==> src/hdl/crc_unit_pkg.sv <==
package crc_unit_pkg;

  // ************************************************************
  // widths
  // ************************************************************
  localparam int CRC_W     = 16;
  localparam int REG_W     = 16;
  localparam int ADDR_W    = 6;
  localparam int WORD_W    = 32;
  localparam int MAP_WORDS = 37;
  localparam int MAP_BITS  = MAP_WORDS * REG_W;
  localparam int CNT_W     = 10;

  // ************************************************************
  // register addresses
  // ************************************************************
  localparam logic [ADDR_W-1:0] ADDR_STATUS     = 6'h01;
  localparam logic [ADDR_W-1:0] ADDR_MAP_FIRST  = 6'h02;
  localparam logic [ADDR_W-1:0] ADDR_MAP_LAST   = 6'h26;
  localparam logic [ADDR_W-1:0] ADDR_MODE       = 6'h02;
  localparam logic [ADDR_W-1:0] ADDR_REGMAP_CHECKSUM_VALUE = 6'h3e;

  // ************************************************************
  // field positions and reset values
  // ************************************************************
  localparam int MODE_CRC_TYPE_BIT    = 11;
  localparam int MODE_RX_CRC_EN_BIT   = 12;
  localparam int MODE_REG_CRC_EN_BIT  = 13;
  localparam int STATUS_COMM_ERR_BIT  = 12;
  localparam int STATUS_MAP_CHG_BIT   = 13;
  localparam logic [REG_W-1:0] MAP_RESET   = 16'h0000;
  localparam logic [REG_W-1:0] READ_ZERO   = 16'h0000;

  // ************************************************************
  // checksum constants
  // ************************************************************
  localparam logic [CRC_W-1:0] POLY_CCITT = 16'h1021;
  localparam logic [CRC_W-1:0] POLY_ANSI  = 16'h8005;
  localparam logic [CRC_W-1:0] CRC_SEED   = 16'hffff;
  localparam logic [CNT_W-1:0] MAP_LAST_BIT = 10'h24f;

  typedef enum logic [2:0] {
    MAP_IDLE  = 3'b001,
    MAP_RUN   = 3'b010,
    MAP_CHECK = 3'b100
  } map_state_e;

  // one frame as seen by the serial shim, all same-clock pulses
  typedef struct packed {
    logic              start;
    logic              word_valid;
    logic [WORD_W-1:0] word;
    logic              crc_valid;
    logic [CRC_W-1:0]  crc;
    logic              frame_end;
    logic              is_register_write_command;
  } rx_frame_s;

  typedef struct packed {
    logic              word_valid;
    logic [WORD_W-1:0] word;
  } tx_frame_s;

endpackage : crc_unit_pkg

==> src/hdl/crc_unit.sv <==
// Strobed register access and the register addresses are this design's own decisions.
`timescale 1ns/10ps
// Function
// RULE_01: check word is 16 bits both directions
// RULE_02: checksum covers all words including padding
// RULE_03: input check enabled by bit, off at reset
// RULE_04: compare received checksum, mismatch is error
// RULE_05: failed check suppresses all but register write
// RULE_06: every checksum error sets communication error flag
// RULE_07: next frame answers like no-operation
// RULE_08: communication error clears when status shifted out
// RULE_09: outgoing frame always ends with checksum
// RULE_10: one type bit selects polynomial everywhere
// RULE_11: polynomials are CCITT and ANSI CRC-16
// RULE_12: frame checksum starts from all ones
// RULE_13: map check bit enables continuous recompute
// RULE_14: map span 02h to 26h, MSB first
// RULE_15: each map pass starts from all ones
// RULE_16: map result 16 bits, readable register
// RULE_17: one bit per clock input period, compare
// RULE_18: changed result sets map-changed flag
// RULE_19: map flag clears on status read or nop
// RULE_20: serial MSB first, no reflection, no inversion
module crc_unit #(
  parameter int WORD_W    = crc_unit_pkg::WORD_W,
  parameter int MAP_WORDS = crc_unit_pkg::MAP_WORDS
) (
  // clock and reset
  input  wire logic                               clock,
  input  wire logic                               rstn,
  // register port
  input  wire logic [crc_unit_pkg::ADDR_W-1:0]    addr,
  input  wire logic [crc_unit_pkg::REG_W-1:0]     wdata,
  input  wire logic                               wr,
  input  wire logic                               rd,
  output logic      [crc_unit_pkg::REG_W-1:0]     rdata,
  // link clock pin
  input  wire logic                               device_clock_input,
  // frame traffic from the serial shim
  input  wire crc_unit_pkg::rx_frame_s            rx,
  input  wire crc_unit_pkg::tx_frame_s            tx,
  input  wire logic                               status_sent,
  input  wire logic                               status_sent_null,
  // results
  output logic                                    cmd_execute,
  output logic                                    cmd_suppress,
  output logic                                    null_response,
  output logic      [crc_unit_pkg::CRC_W-1:0]     tx_crc,
  output logic                                    comm_err,
  output logic                                    map_changed,
  output logic      [crc_unit_pkg::CRC_W-1:0]     regmap_checksum_value
);

  // ************************************************************
  // helpers
  // ************************************************************
  function automatic logic [crc_unit_pkg::CRC_W-1:0] crc_bit(
    input logic [crc_unit_pkg::CRC_W-1:0] crc_in,
    input logic                           din,
    input logic [crc_unit_pkg::CRC_W-1:0] poly
  );
    logic fb;
    fb = crc_in[crc_unit_pkg::CRC_W-1] ^ din;
    return {crc_in[crc_unit_pkg::CRC_W-2:0], 1'b0} ^ (fb ? poly : '0); // RULE_20
  endfunction : crc_bit

  function automatic logic [crc_unit_pkg::CRC_W-1:0] crc_word(
    input logic [crc_unit_pkg::CRC_W-1:0] crc_in,
    input logic [WORD_W-1:0]              data,
    input logic [crc_unit_pkg::CRC_W-1:0] poly
  );
    logic [crc_unit_pkg::CRC_W-1:0] c;
    c = crc_in;
    // padding bits are part of the word and folded in too
    for (int i = WORD_W - 1; i >= 0; i--) begin // RULE_02
      c = crc_bit(c, data[i], poly);
    end
    return c;
  endfunction : crc_word

  function automatic logic map_hit(input logic [crc_unit_pkg::ADDR_W-1:0] a);
    return (a >= crc_unit_pkg::ADDR_MAP_FIRST) && (a <= crc_unit_pkg::ADDR_MAP_LAST);
  endfunction : map_hit

  // ************************************************************
  // reset release and pin synchroniser
  // ************************************************************
  logic rst_meta_reg;
  logic rst_sync_n;
  logic device_clock_input_meta_reg;
  logic device_clock_input_sync_reg;
  logic device_clock_input_prev_reg;
  logic device_clock_input_rise;

  always_ff @(posedge clock or negedge rstn) begin
    if (!rstn) begin
      rst_meta_reg <= 1'b0;
      rst_sync_n   <= 1'b0;
    end else begin
      rst_meta_reg <= 1'b1;
      rst_sync_n   <= rst_meta_reg;
    end
  end

  always_ff @(posedge clock or negedge rst_sync_n) begin
    if (!rst_sync_n) begin
      device_clock_input_meta_reg <= 1'b0;
      device_clock_input_sync_reg <= 1'b0;
      device_clock_input_prev_reg <= 1'b0;
    end else begin
      device_clock_input_meta_reg <= device_clock_input;
      device_clock_input_sync_reg <= device_clock_input_meta_reg;
      device_clock_input_prev_reg <= device_clock_input_sync_reg;
    end
  end

  assign device_clock_input_rise = device_clock_input_sync_reg & ~device_clock_input_prev_reg;

  // ************************************************************
  // writable register space
  // ************************************************************
  logic [crc_unit_pkg::REG_W-1:0]  map_mem [MAP_WORDS];
  logic [crc_unit_pkg::REG_W-1:0]  mode_word;
  logic                            rx_crc_en;
  logic                            map_crc_en;
  logic [crc_unit_pkg::CRC_W-1:0]  poly;
  logic [crc_unit_pkg::ADDR_W-1:0] wr_index;
  logic [crc_unit_pkg::ADDR_W-1:0] rd_index;

  assign mode_word  = map_mem[crc_unit_pkg::ADDR_MODE - crc_unit_pkg::ADDR_MAP_FIRST];
  assign rx_crc_en  = mode_word[crc_unit_pkg::MODE_RX_CRC_EN_BIT];  // RULE_03
  assign map_crc_en = mode_word[crc_unit_pkg::MODE_REG_CRC_EN_BIT]; // RULE_13
  // one select bit drives both frame directions and the map engine
  assign poly = mode_word[crc_unit_pkg::MODE_CRC_TYPE_BIT] ?
                crc_unit_pkg::POLY_ANSI : crc_unit_pkg::POLY_CCITT; // RULE_10 RULE_11
  assign wr_index = addr - crc_unit_pkg::ADDR_MAP_FIRST;
  assign rd_index = addr - crc_unit_pkg::ADDR_MAP_FIRST;

  genvar g;
  generate
    for (g = 0; g < MAP_WORDS; g++) begin : g_map
      always_ff @(posedge clock or negedge rst_sync_n) begin
        if (!rst_sync_n) begin
          map_mem[g] <= crc_unit_pkg::MAP_RESET;
        end else if (wr && map_hit(addr) && (wr_index == g)) begin
          map_mem[g] <= wdata;
        end
      end
    end
  endgenerate

  // ************************************************************
  // frame checksums
  // ************************************************************
  logic [crc_unit_pkg::CRC_W-1:0] rx_crc_reg;
  logic [crc_unit_pkg::CRC_W-1:0] host_crc_reg;
  logic                           host_crc_seen_reg;
  logic [crc_unit_pkg::CRC_W-1:0] tx_crc_reg;
  logic                           frame_err;

  always_ff @(posedge clock or negedge rst_sync_n) begin
    if (!rst_sync_n) begin
      rx_crc_reg <= crc_unit_pkg::CRC_SEED;
    end else if (rx.start) begin
      rx_crc_reg <= crc_unit_pkg::CRC_SEED; // RULE_12
    end else if (rx.word_valid) begin
      rx_crc_reg <= crc_word(rx_crc_reg, rx.word, poly); // RULE_04
    end
  end

  always_ff @(posedge clock or negedge rst_sync_n) begin
    if (!rst_sync_n) begin
      host_crc_reg      <= crc_unit_pkg::CRC_SEED;
      host_crc_seen_reg <= 1'b0;
    end else if (rx.start) begin
      host_crc_seen_reg <= 1'b0;
    end else if (rx.crc_valid) begin
      host_crc_reg      <= rx.crc; // RULE_01
      host_crc_seen_reg <= 1'b1;
    end
  end

  // a frame that closes without its check word counts as a mismatch
  assign frame_err = rx.frame_end && rx_crc_en &&
                     (!host_crc_seen_reg || (host_crc_reg != rx_crc_reg)); // RULE_04

  // outgoing checksum has no enable at all; the shim appends it last
  always_ff @(posedge clock or negedge rst_sync_n) begin
    if (!rst_sync_n) begin
      tx_crc_reg <= crc_unit_pkg::CRC_SEED;
    end else if (rx.start) begin
      tx_crc_reg <= crc_unit_pkg::CRC_SEED; // RULE_12
    end else if (tx.word_valid) begin
      tx_crc_reg <= crc_word(tx_crc_reg, tx.word, poly); // RULE_09
    end
  end

  // ************************************************************
  // command gating and error flag
  // ************************************************************
  logic cmd_execute_reg;
  logic cmd_suppress_reg;
  logic null_response_reg;
  logic comm_err_reg;

  always_ff @(posedge clock or negedge rst_sync_n) begin
    if (!rst_sync_n) begin
      cmd_execute_reg  <= 1'b0;
      cmd_suppress_reg <= 1'b0;
    end else begin
      cmd_execute_reg  <= rx.frame_end && (!frame_err || rx.is_register_write_command); // RULE_05
      cmd_suppress_reg <= frame_err && !rx.is_register_write_command;                     // RULE_05
    end
  end

  // level held for the whole following frame
  always_ff @(posedge clock or negedge rst_sync_n) begin
    if (!rst_sync_n) begin
      null_response_reg <= 1'b0;
    end else if (rx.frame_end) begin
      null_response_reg <= frame_err; // RULE_07
    end
  end

  always_ff @(posedge clock or negedge rst_sync_n) begin
    if (!rst_sync_n) begin
      comm_err_reg <= 1'b0;
    end else if (frame_err) begin
      comm_err_reg <= 1'b1; // RULE_06
    end else if (status_sent) begin
      comm_err_reg <= 1'b0; // RULE_08
    end
  end

  // ************************************************************
  // register map checksum engine
  // ************************************************************
  crc_unit_pkg::map_state_e       map_state_reg;
  logic [crc_unit_pkg::CNT_W-1:0] map_bit_cnt_reg;
  logic [crc_unit_pkg::CRC_W-1:0] map_crc_reg;
  logic [crc_unit_pkg::CRC_W-1:0] map_result_reg;
  logic                           map_prev_valid_reg;
  logic                           map_diff;
  logic                           map_bit;
  logic [crc_unit_pkg::REG_W-1:0] map_word;

  assign map_word = map_mem[map_bit_cnt_reg[crc_unit_pkg::CNT_W-1:4]];
  // MSB of the lowest register first, down to LSB of the highest
  assign map_bit  = map_word[4'hf - map_bit_cnt_reg[3:0]]; // RULE_14
  assign map_diff = (map_state_reg == crc_unit_pkg::MAP_CHECK) && map_prev_valid_reg &&
                    (map_crc_reg != map_result_reg);

  always_ff @(posedge clock or negedge rst_sync_n) begin
    if (!rst_sync_n) begin
      map_state_reg   <= crc_unit_pkg::MAP_IDLE;
      map_bit_cnt_reg <= '0;
      map_crc_reg     <= crc_unit_pkg::CRC_SEED;
    end else begin
      case (map_state_reg)
        crc_unit_pkg::MAP_IDLE: begin
          map_bit_cnt_reg <= '0;
          map_crc_reg     <= crc_unit_pkg::CRC_SEED;
          if (map_crc_en) begin
            map_state_reg <= crc_unit_pkg::MAP_RUN; // RULE_13
          end
        end
        crc_unit_pkg::MAP_RUN: begin
          if (!map_crc_en) begin
            map_state_reg <= crc_unit_pkg::MAP_IDLE;
          end else if (device_clock_input_rise) begin
            map_crc_reg <= crc_bit(map_crc_reg, map_bit, poly); // RULE_17
            if (map_bit_cnt_reg == crc_unit_pkg::MAP_LAST_BIT) begin
              map_state_reg <= crc_unit_pkg::MAP_CHECK;
            end else begin
              map_bit_cnt_reg <= map_bit_cnt_reg + 1'b1;
            end
          end
        end
        crc_unit_pkg::MAP_CHECK: begin
          map_bit_cnt_reg <= '0;
          map_crc_reg     <= crc_unit_pkg::CRC_SEED; // RULE_15
          map_state_reg   <= map_crc_en ? crc_unit_pkg::MAP_RUN : crc_unit_pkg::MAP_IDLE;
        end
        default: begin
          map_state_reg <= crc_unit_pkg::MAP_IDLE;
        end
      endcase
    end
  end

  always_ff @(posedge clock or negedge rst_sync_n) begin
    if (!rst_sync_n) begin
      map_result_reg     <= crc_unit_pkg::CRC_SEED;
      map_prev_valid_reg <= 1'b0;
    end else if (map_state_reg == crc_unit_pkg::MAP_CHECK) begin
      map_result_reg     <= map_crc_reg; // RULE_16
      map_prev_valid_reg <= 1'b1;
    end else if (map_state_reg == crc_unit_pkg::MAP_IDLE) begin
      map_prev_valid_reg <= 1'b0;
    end
  end

  // ************************************************************
  // status flag and read port
  // ************************************************************
  logic                           map_changed_reg;
  logic                           status_rd;
  logic [crc_unit_pkg::REG_W-1:0] status_word;
  logic [crc_unit_pkg::REG_W-1:0] rdata_reg;

  assign status_rd = rd && (addr == crc_unit_pkg::ADDR_STATUS);

  always_ff @(posedge clock or negedge rst_sync_n) begin
    if (!rst_sync_n) begin
      map_changed_reg <= 1'b0;
    end else if (map_diff) begin
      map_changed_reg <= 1'b1; // RULE_18
    end else if (status_rd || (status_sent && status_sent_null)) begin
      map_changed_reg <= 1'b0; // RULE_19
    end
  end

  always_comb begin
    status_word = crc_unit_pkg::READ_ZERO;
    status_word[crc_unit_pkg::STATUS_COMM_ERR_BIT] = comm_err_reg;
    status_word[crc_unit_pkg::STATUS_MAP_CHG_BIT]  = map_changed_reg;
  end

  always_ff @(posedge clock or negedge rst_sync_n) begin
    if (!rst_sync_n) begin
      rdata_reg <= crc_unit_pkg::READ_ZERO;
    end else if (!rd) begin
      rdata_reg <= crc_unit_pkg::READ_ZERO;
    end else if (addr == crc_unit_pkg::ADDR_STATUS) begin
      rdata_reg <= status_word;
    end else if (addr == crc_unit_pkg::ADDR_REGMAP_CHECKSUM_VALUE) begin
      rdata_reg <= map_result_reg; // RULE_16
    end else if (map_hit(addr)) begin
      rdata_reg <= map_mem[rd_index];
    end else begin
      rdata_reg <= crc_unit_pkg::READ_ZERO;
    end
  end

  assign rdata                 = rdata_reg;
  assign cmd_execute           = cmd_execute_reg;
  assign cmd_suppress          = cmd_suppress_reg;
  assign null_response         = null_response_reg;
  assign tx_crc                = tx_crc_reg;
  assign comm_err              = comm_err_reg;
  assign map_changed           = map_changed_reg;
  assign regmap_checksum_value = map_result_reg;
endmodule : crc_unit

==> config.mk <==
export PLATFORM = sky130hd
export DESIGN_NAME = crc_unit
export DESIGN_NICKNAME = d
export VERILOG_FILES = /design/src/hdl/crc_unit_pkg.sv /design/src/hdl/crc_unit.sv
export SDC_FILE = /design/constraint.sdc
export NUM_CORES = 2
export LEC_CHECK = 0
export ABC_AREA = 1
export BUFFER_PORTS_ARGS = -buffer_cell sky130_fd_sc_hd__buf_2
export CAP_MARGIN = 20
export CORE_MARGIN = 8
export CORE_UTILIZATION = 58
export CTS_BUF_LIST = sky130_fd_sc_hd__clkbuf_8
export DETAILED_ROUTE_END_ITERATION = 7
export PLACE_DENSITY = 0.79
export SLEW_MARGIN = 20
export SYNTH_ARGS = -nofsm -noshare
export SYNTH_HDL_FRONTEND = slang
export SYNTH_SLANG_ARGS = --single-unit
==> constraint.sdc <==
create_clock -name clock -period 22.3 [get_ports clock]
set_input_delay 6.69 -clock clock [delete_from_list [all_inputs] [get_ports clock]]
set_output_delay 6.69 -clock clock [all_outputs]
set_load 0.1 [all_outputs]
==> results list <==
- In the layout the commonest cells are o21ai_0 (931), nand2_1 (926), dfrtp_1 (627).
- In this run, distinct cell masters in the synthesized netlist total 46.
- CTS tree: yes
- The total count of max-transition violations in the final report was 0.
- After the flow finishes, the layout carries non-filler instances totaling 6239.
- Register-to-register path setup slack: 11940 ps
- The register with the most flip-flops in the final layout is map_mem.
- The core region is 0.0687 mm2.
* Height of the chip: 280 um
- Leading cell type in the layout, fill and taps excluded: o21ai_0
- CTS clk-pin slew, worst paths: 70 ps
- At the pin with the least slew margin, the transition time is 1310 ps.
* Number of nets at the end of the flow: 5323
* Total grt overflow: 0
- After synthesis, flip-flops and latches occupy 44.5% of the total area.
- Antenna Violating Nets Remaining: 0
* Area share of the leading cell type in the synthesized netlist: 39.2%
- Synthesis-to-finish area growth: 8.77%
- Number of cells on the worst reg-to-reg path: 77
* Total power density per cell area: 150 mW/mm2
- Critical path startpoint category: input pin
* Clk sink count: 713
- IO Pins: 168
- Final estimated routing congestion in global placement: 0.982
* Setup CP Type: in2reg
* Hold Slack: 186 ps
- Launching point of the worst reg2reg path: mode_word[11]$_DFFE_PN0P_
* Maximum fanout along the worst path: 5
- Number of I/O port buffers: 167
- The run finished, with violations left.
- Power after layout: 6.56 mW
- After the first detailed-routing iteration, the DRC count stood at 6432.
* Worst Hold Class: reg2async
- Full die area: 0.0782 mm2
- Final Hold Fails: 0
- The Yosys step of the flow raised 0 warnings.
- VDD sags by at most 0.157 mV.
- The routed design could run at a clock period as short as 14740 ps.
- Cell repeated most along the worst path: nand3_2
- Once the clock tree was built, the setup fixing pass inserted 0 buffers.
- Cell types with the largest area share after synthesis: dfrtp_1 (39%), o21ai_0 (12%), nand2_1 (8.6%)
- Critical path capture point type: flip-flop
- Global routing used 36.3% of the available tracks.
* Longest individual stage delay on the worst path: 190 ps
- Quantity of gates resized following cts: 0
* Maximum frequency from static timing analysis: 0.0679 GHz
- Worst path slowest cell: nand3_1
- Total Neg Setup Slack: 0 ps
- Worst-case clock buffer depth: 3
- Setup repair after global routing missed its margin: no
- Number of max-capacitance violations reported: 0
- Syn Std Cell Area: 0.0403 mm2
- Clock root buffer: clkbuf_8
- Number of buffers added by the clock tree synthesis step: 117
- Count of unresolved DRC violations after routing: 12
- In this run the worst setup path terminates at rx_crc_reg[15]$_DFFE_PN1P_.
- The worst path uses 66.1% of the clock period.
- Number of iterations in the first detailed-routing pass: 8
- For the worst setup path, the data required time is 23010 ps.
- In this run the tightest slew margin relative to its limit is 12.4%.
- The initial antenna violation count was 5.
* Dominant synthesized flop cell: dfrtp_1
- Clock latency on the worst-skew pair, taken at its later pin, is 800 ps.
- H-tree levels: 3
- First-pass GRT wire length: 222000 um
* Number of hold-repair buffers added at the cts stage: 0
* Total via count after detailed routing: 40.2k
- Net Count, Synth: 5367
- In this run the worst setup path begins at rx[50].
- Using the TritonRoute via totals, the vias-per-cell ratio works out to 6.44.
- Entering global routing, the biggest net connects 179 pins.
- Post-synthesis area per instance: 7.68 um2
- # setup viols final: 0
- After detailed routing, the average wire length per cell comes to 23.5 um.
* Leakage power of the design: 20.2 nW
* Fraction of registers with async set or reset after synthesis: 100%
- After synthesis the netlist holds a flip-flop and latch count of 713.
* Share of post-route cells with drive strength above 1: 12.8%
* Max FFs per register: 576
* Cell type contributing the most total cell area after synthesis: dfrtp_1
* Count of flip-flops with a built-in enable after synthesis: 0
- For this configuration, the core starts out at a cell density of 58.7%.
* Violations in the final reports: DRC
- End of the worst register-to-register path: rx_crc_reg[15]$_DFFE_PN1P_
* Post-synthesis instance total: 5249
- DRT Wirelength: 147000 um
* Final core area utilization: 63.8%
- Final worst clock skew: 56.9 ps
- Overall die width: 280 um
* Critical path arrival: 15450 ps
- Number of global-route vias before repair: 37.4k
- Placed Cells: 6016
* Std-Cell Rows: 96
* HPWL after detailed placement: 90700 um
==> worst min-delay path by stage <==
stage | start | end | slack [ps] | cells after the start
floorplan | device_clock_input_meta_reg$_DFF_PN0_ | device_clock_input_sync_reg$_DFF_PN0_ | 330 | 0
global placement | rst_sync_n$_DFF_PN0_ | map_mem[105]$_DFFE_PN0P_ | 220 | 0
detailed placement | rst_sync_n$_DFF_PN0_ | map_mem[105]$_DFFE_PN0P_ | 220 | 0
CTS | rst_sync_n$_DFF_PN0_ | map_mem[122]$_DFFE_PN0P_ | 210 | 0
global route | rst_sync_n$_DFF_PN0_ | map_mem[484]$_DFFE_PN0P_ | 230 | 0
finish | rst_sync_n$_DFF_PN0_ | map_mem[498]$_DFFE_PN0P_ | 190 | 0
==> cell usage after synthesis (2+ instances only) <==
| cell | count |
|---|---|
| o21ai_0 | 931 |
| nand2_1 | 928 |
| dfrtp_1 | 632 |
| nor2_1 | 485 |
| inv_1 | 448 |
| clkbuf_1 | 356 |
| a21oi_1 | 295 |
| o22ai_1 | 212 |
| a22oi_1 | 155 |
| xor2_1 | 118 |
| nand3_1 | 113 |
| dfstp_2 | 81 |
| nand2_2 | 80 |
| a221oi_1 | 63 |
| nand3_2 | 52 |
| xnor2_1 | 52 |
| nand4_1 | 33 |
| o221ai_1 | 33 |
| buf_1 | 25 |
| nor3_1 | 23 |
| a211oi_1 | 18 |
| clkinv_1 | 16 |
| mux2_2 | 12 |
| o32ai_1 | 12 |
| clkbuf_8 | 11 |
| o211ai_1 | 8 |
| buf_6 | 7 |
| o31ai_1 | 7 |
| nor4_1 | 6 |
| a2111oi_0 | 5 |
| a31oi_1 | 4 |
| inv_2 | 4 |
| o2111ai_1 | 4 |
| ha_1 | 3 |
| a32oi_1 | 2 |
| and2_2 | 2 |
| buf_2 | 2 |
| o21ai_1 | 2 |
| or2_2 | 2 |
==> final cells by class <==
type,instances,area (um2)
antenna,7,17.5
clock buffer,144,1980
clock inverter,71,392
fill,6055,24900
inverter,468,1760
multi-input combinational,3667,19100
sequential,713,18000
tap,931,1160
timing repair buffer,238,1430
==> report_power, final <==
group	internal [mW]	total, mW	leakage, nW	switching, mW
Combinational	1.23	3.67	10.4	2.43
Clock	0.599	1.17	1.43	0.566
Sequential	1.56	1.72	8.34	0.165
==> metrics by stage <==
step           worst slack (ps)  cell area, um2
2_1_floorplan              1100           40300
3_3_place_gp               7300           41400
3_5_place_dp               6900           41400
4_1_cts                    7690           43800
5_1_grt                    6460           43800
6_report                   7560           43900
==> critical path: cells and delay by family <==
kind / cells / cell delay [ps]
buffers and inverters: 3 / 230
AND/OR/NAND/NOR: 77 / 8530
==> cell families (layout without fill, tap and decap cells) <==
logic type / after synthesis / count (layout) / share of synthesized area, %
flip-flops: 713 / 713 / 44.5
AND/OR/NAND/NOR: 1726 / 1726 / 18.1
multiplexers: 12 / 12 / 0.335
adder cells (fa/ha/maj): 3 / 3 / 0.0931
other: 1 / 8 / 0.00930
buffers and inverters: 869 / 921 / 8.50
XOR/XNOR: 171 / 171 / 3.73
AO/OA/AOI/OAI: 1754 / 1754 / 24.7
==> metal layers <==
metal | vias up | track usage, % | part of all wire, %
li1 | 17692 | - | -
met1 | 18741 | 45.8 | 36
met2 | 2981 | 54.3 | 43
met3 | 766 | 10.9 | 14
met4 | 4 | 23.5 | 7.6
met5 | - | 0 | 0.016
Note: power is estimated with default switching activity, not from simulation.
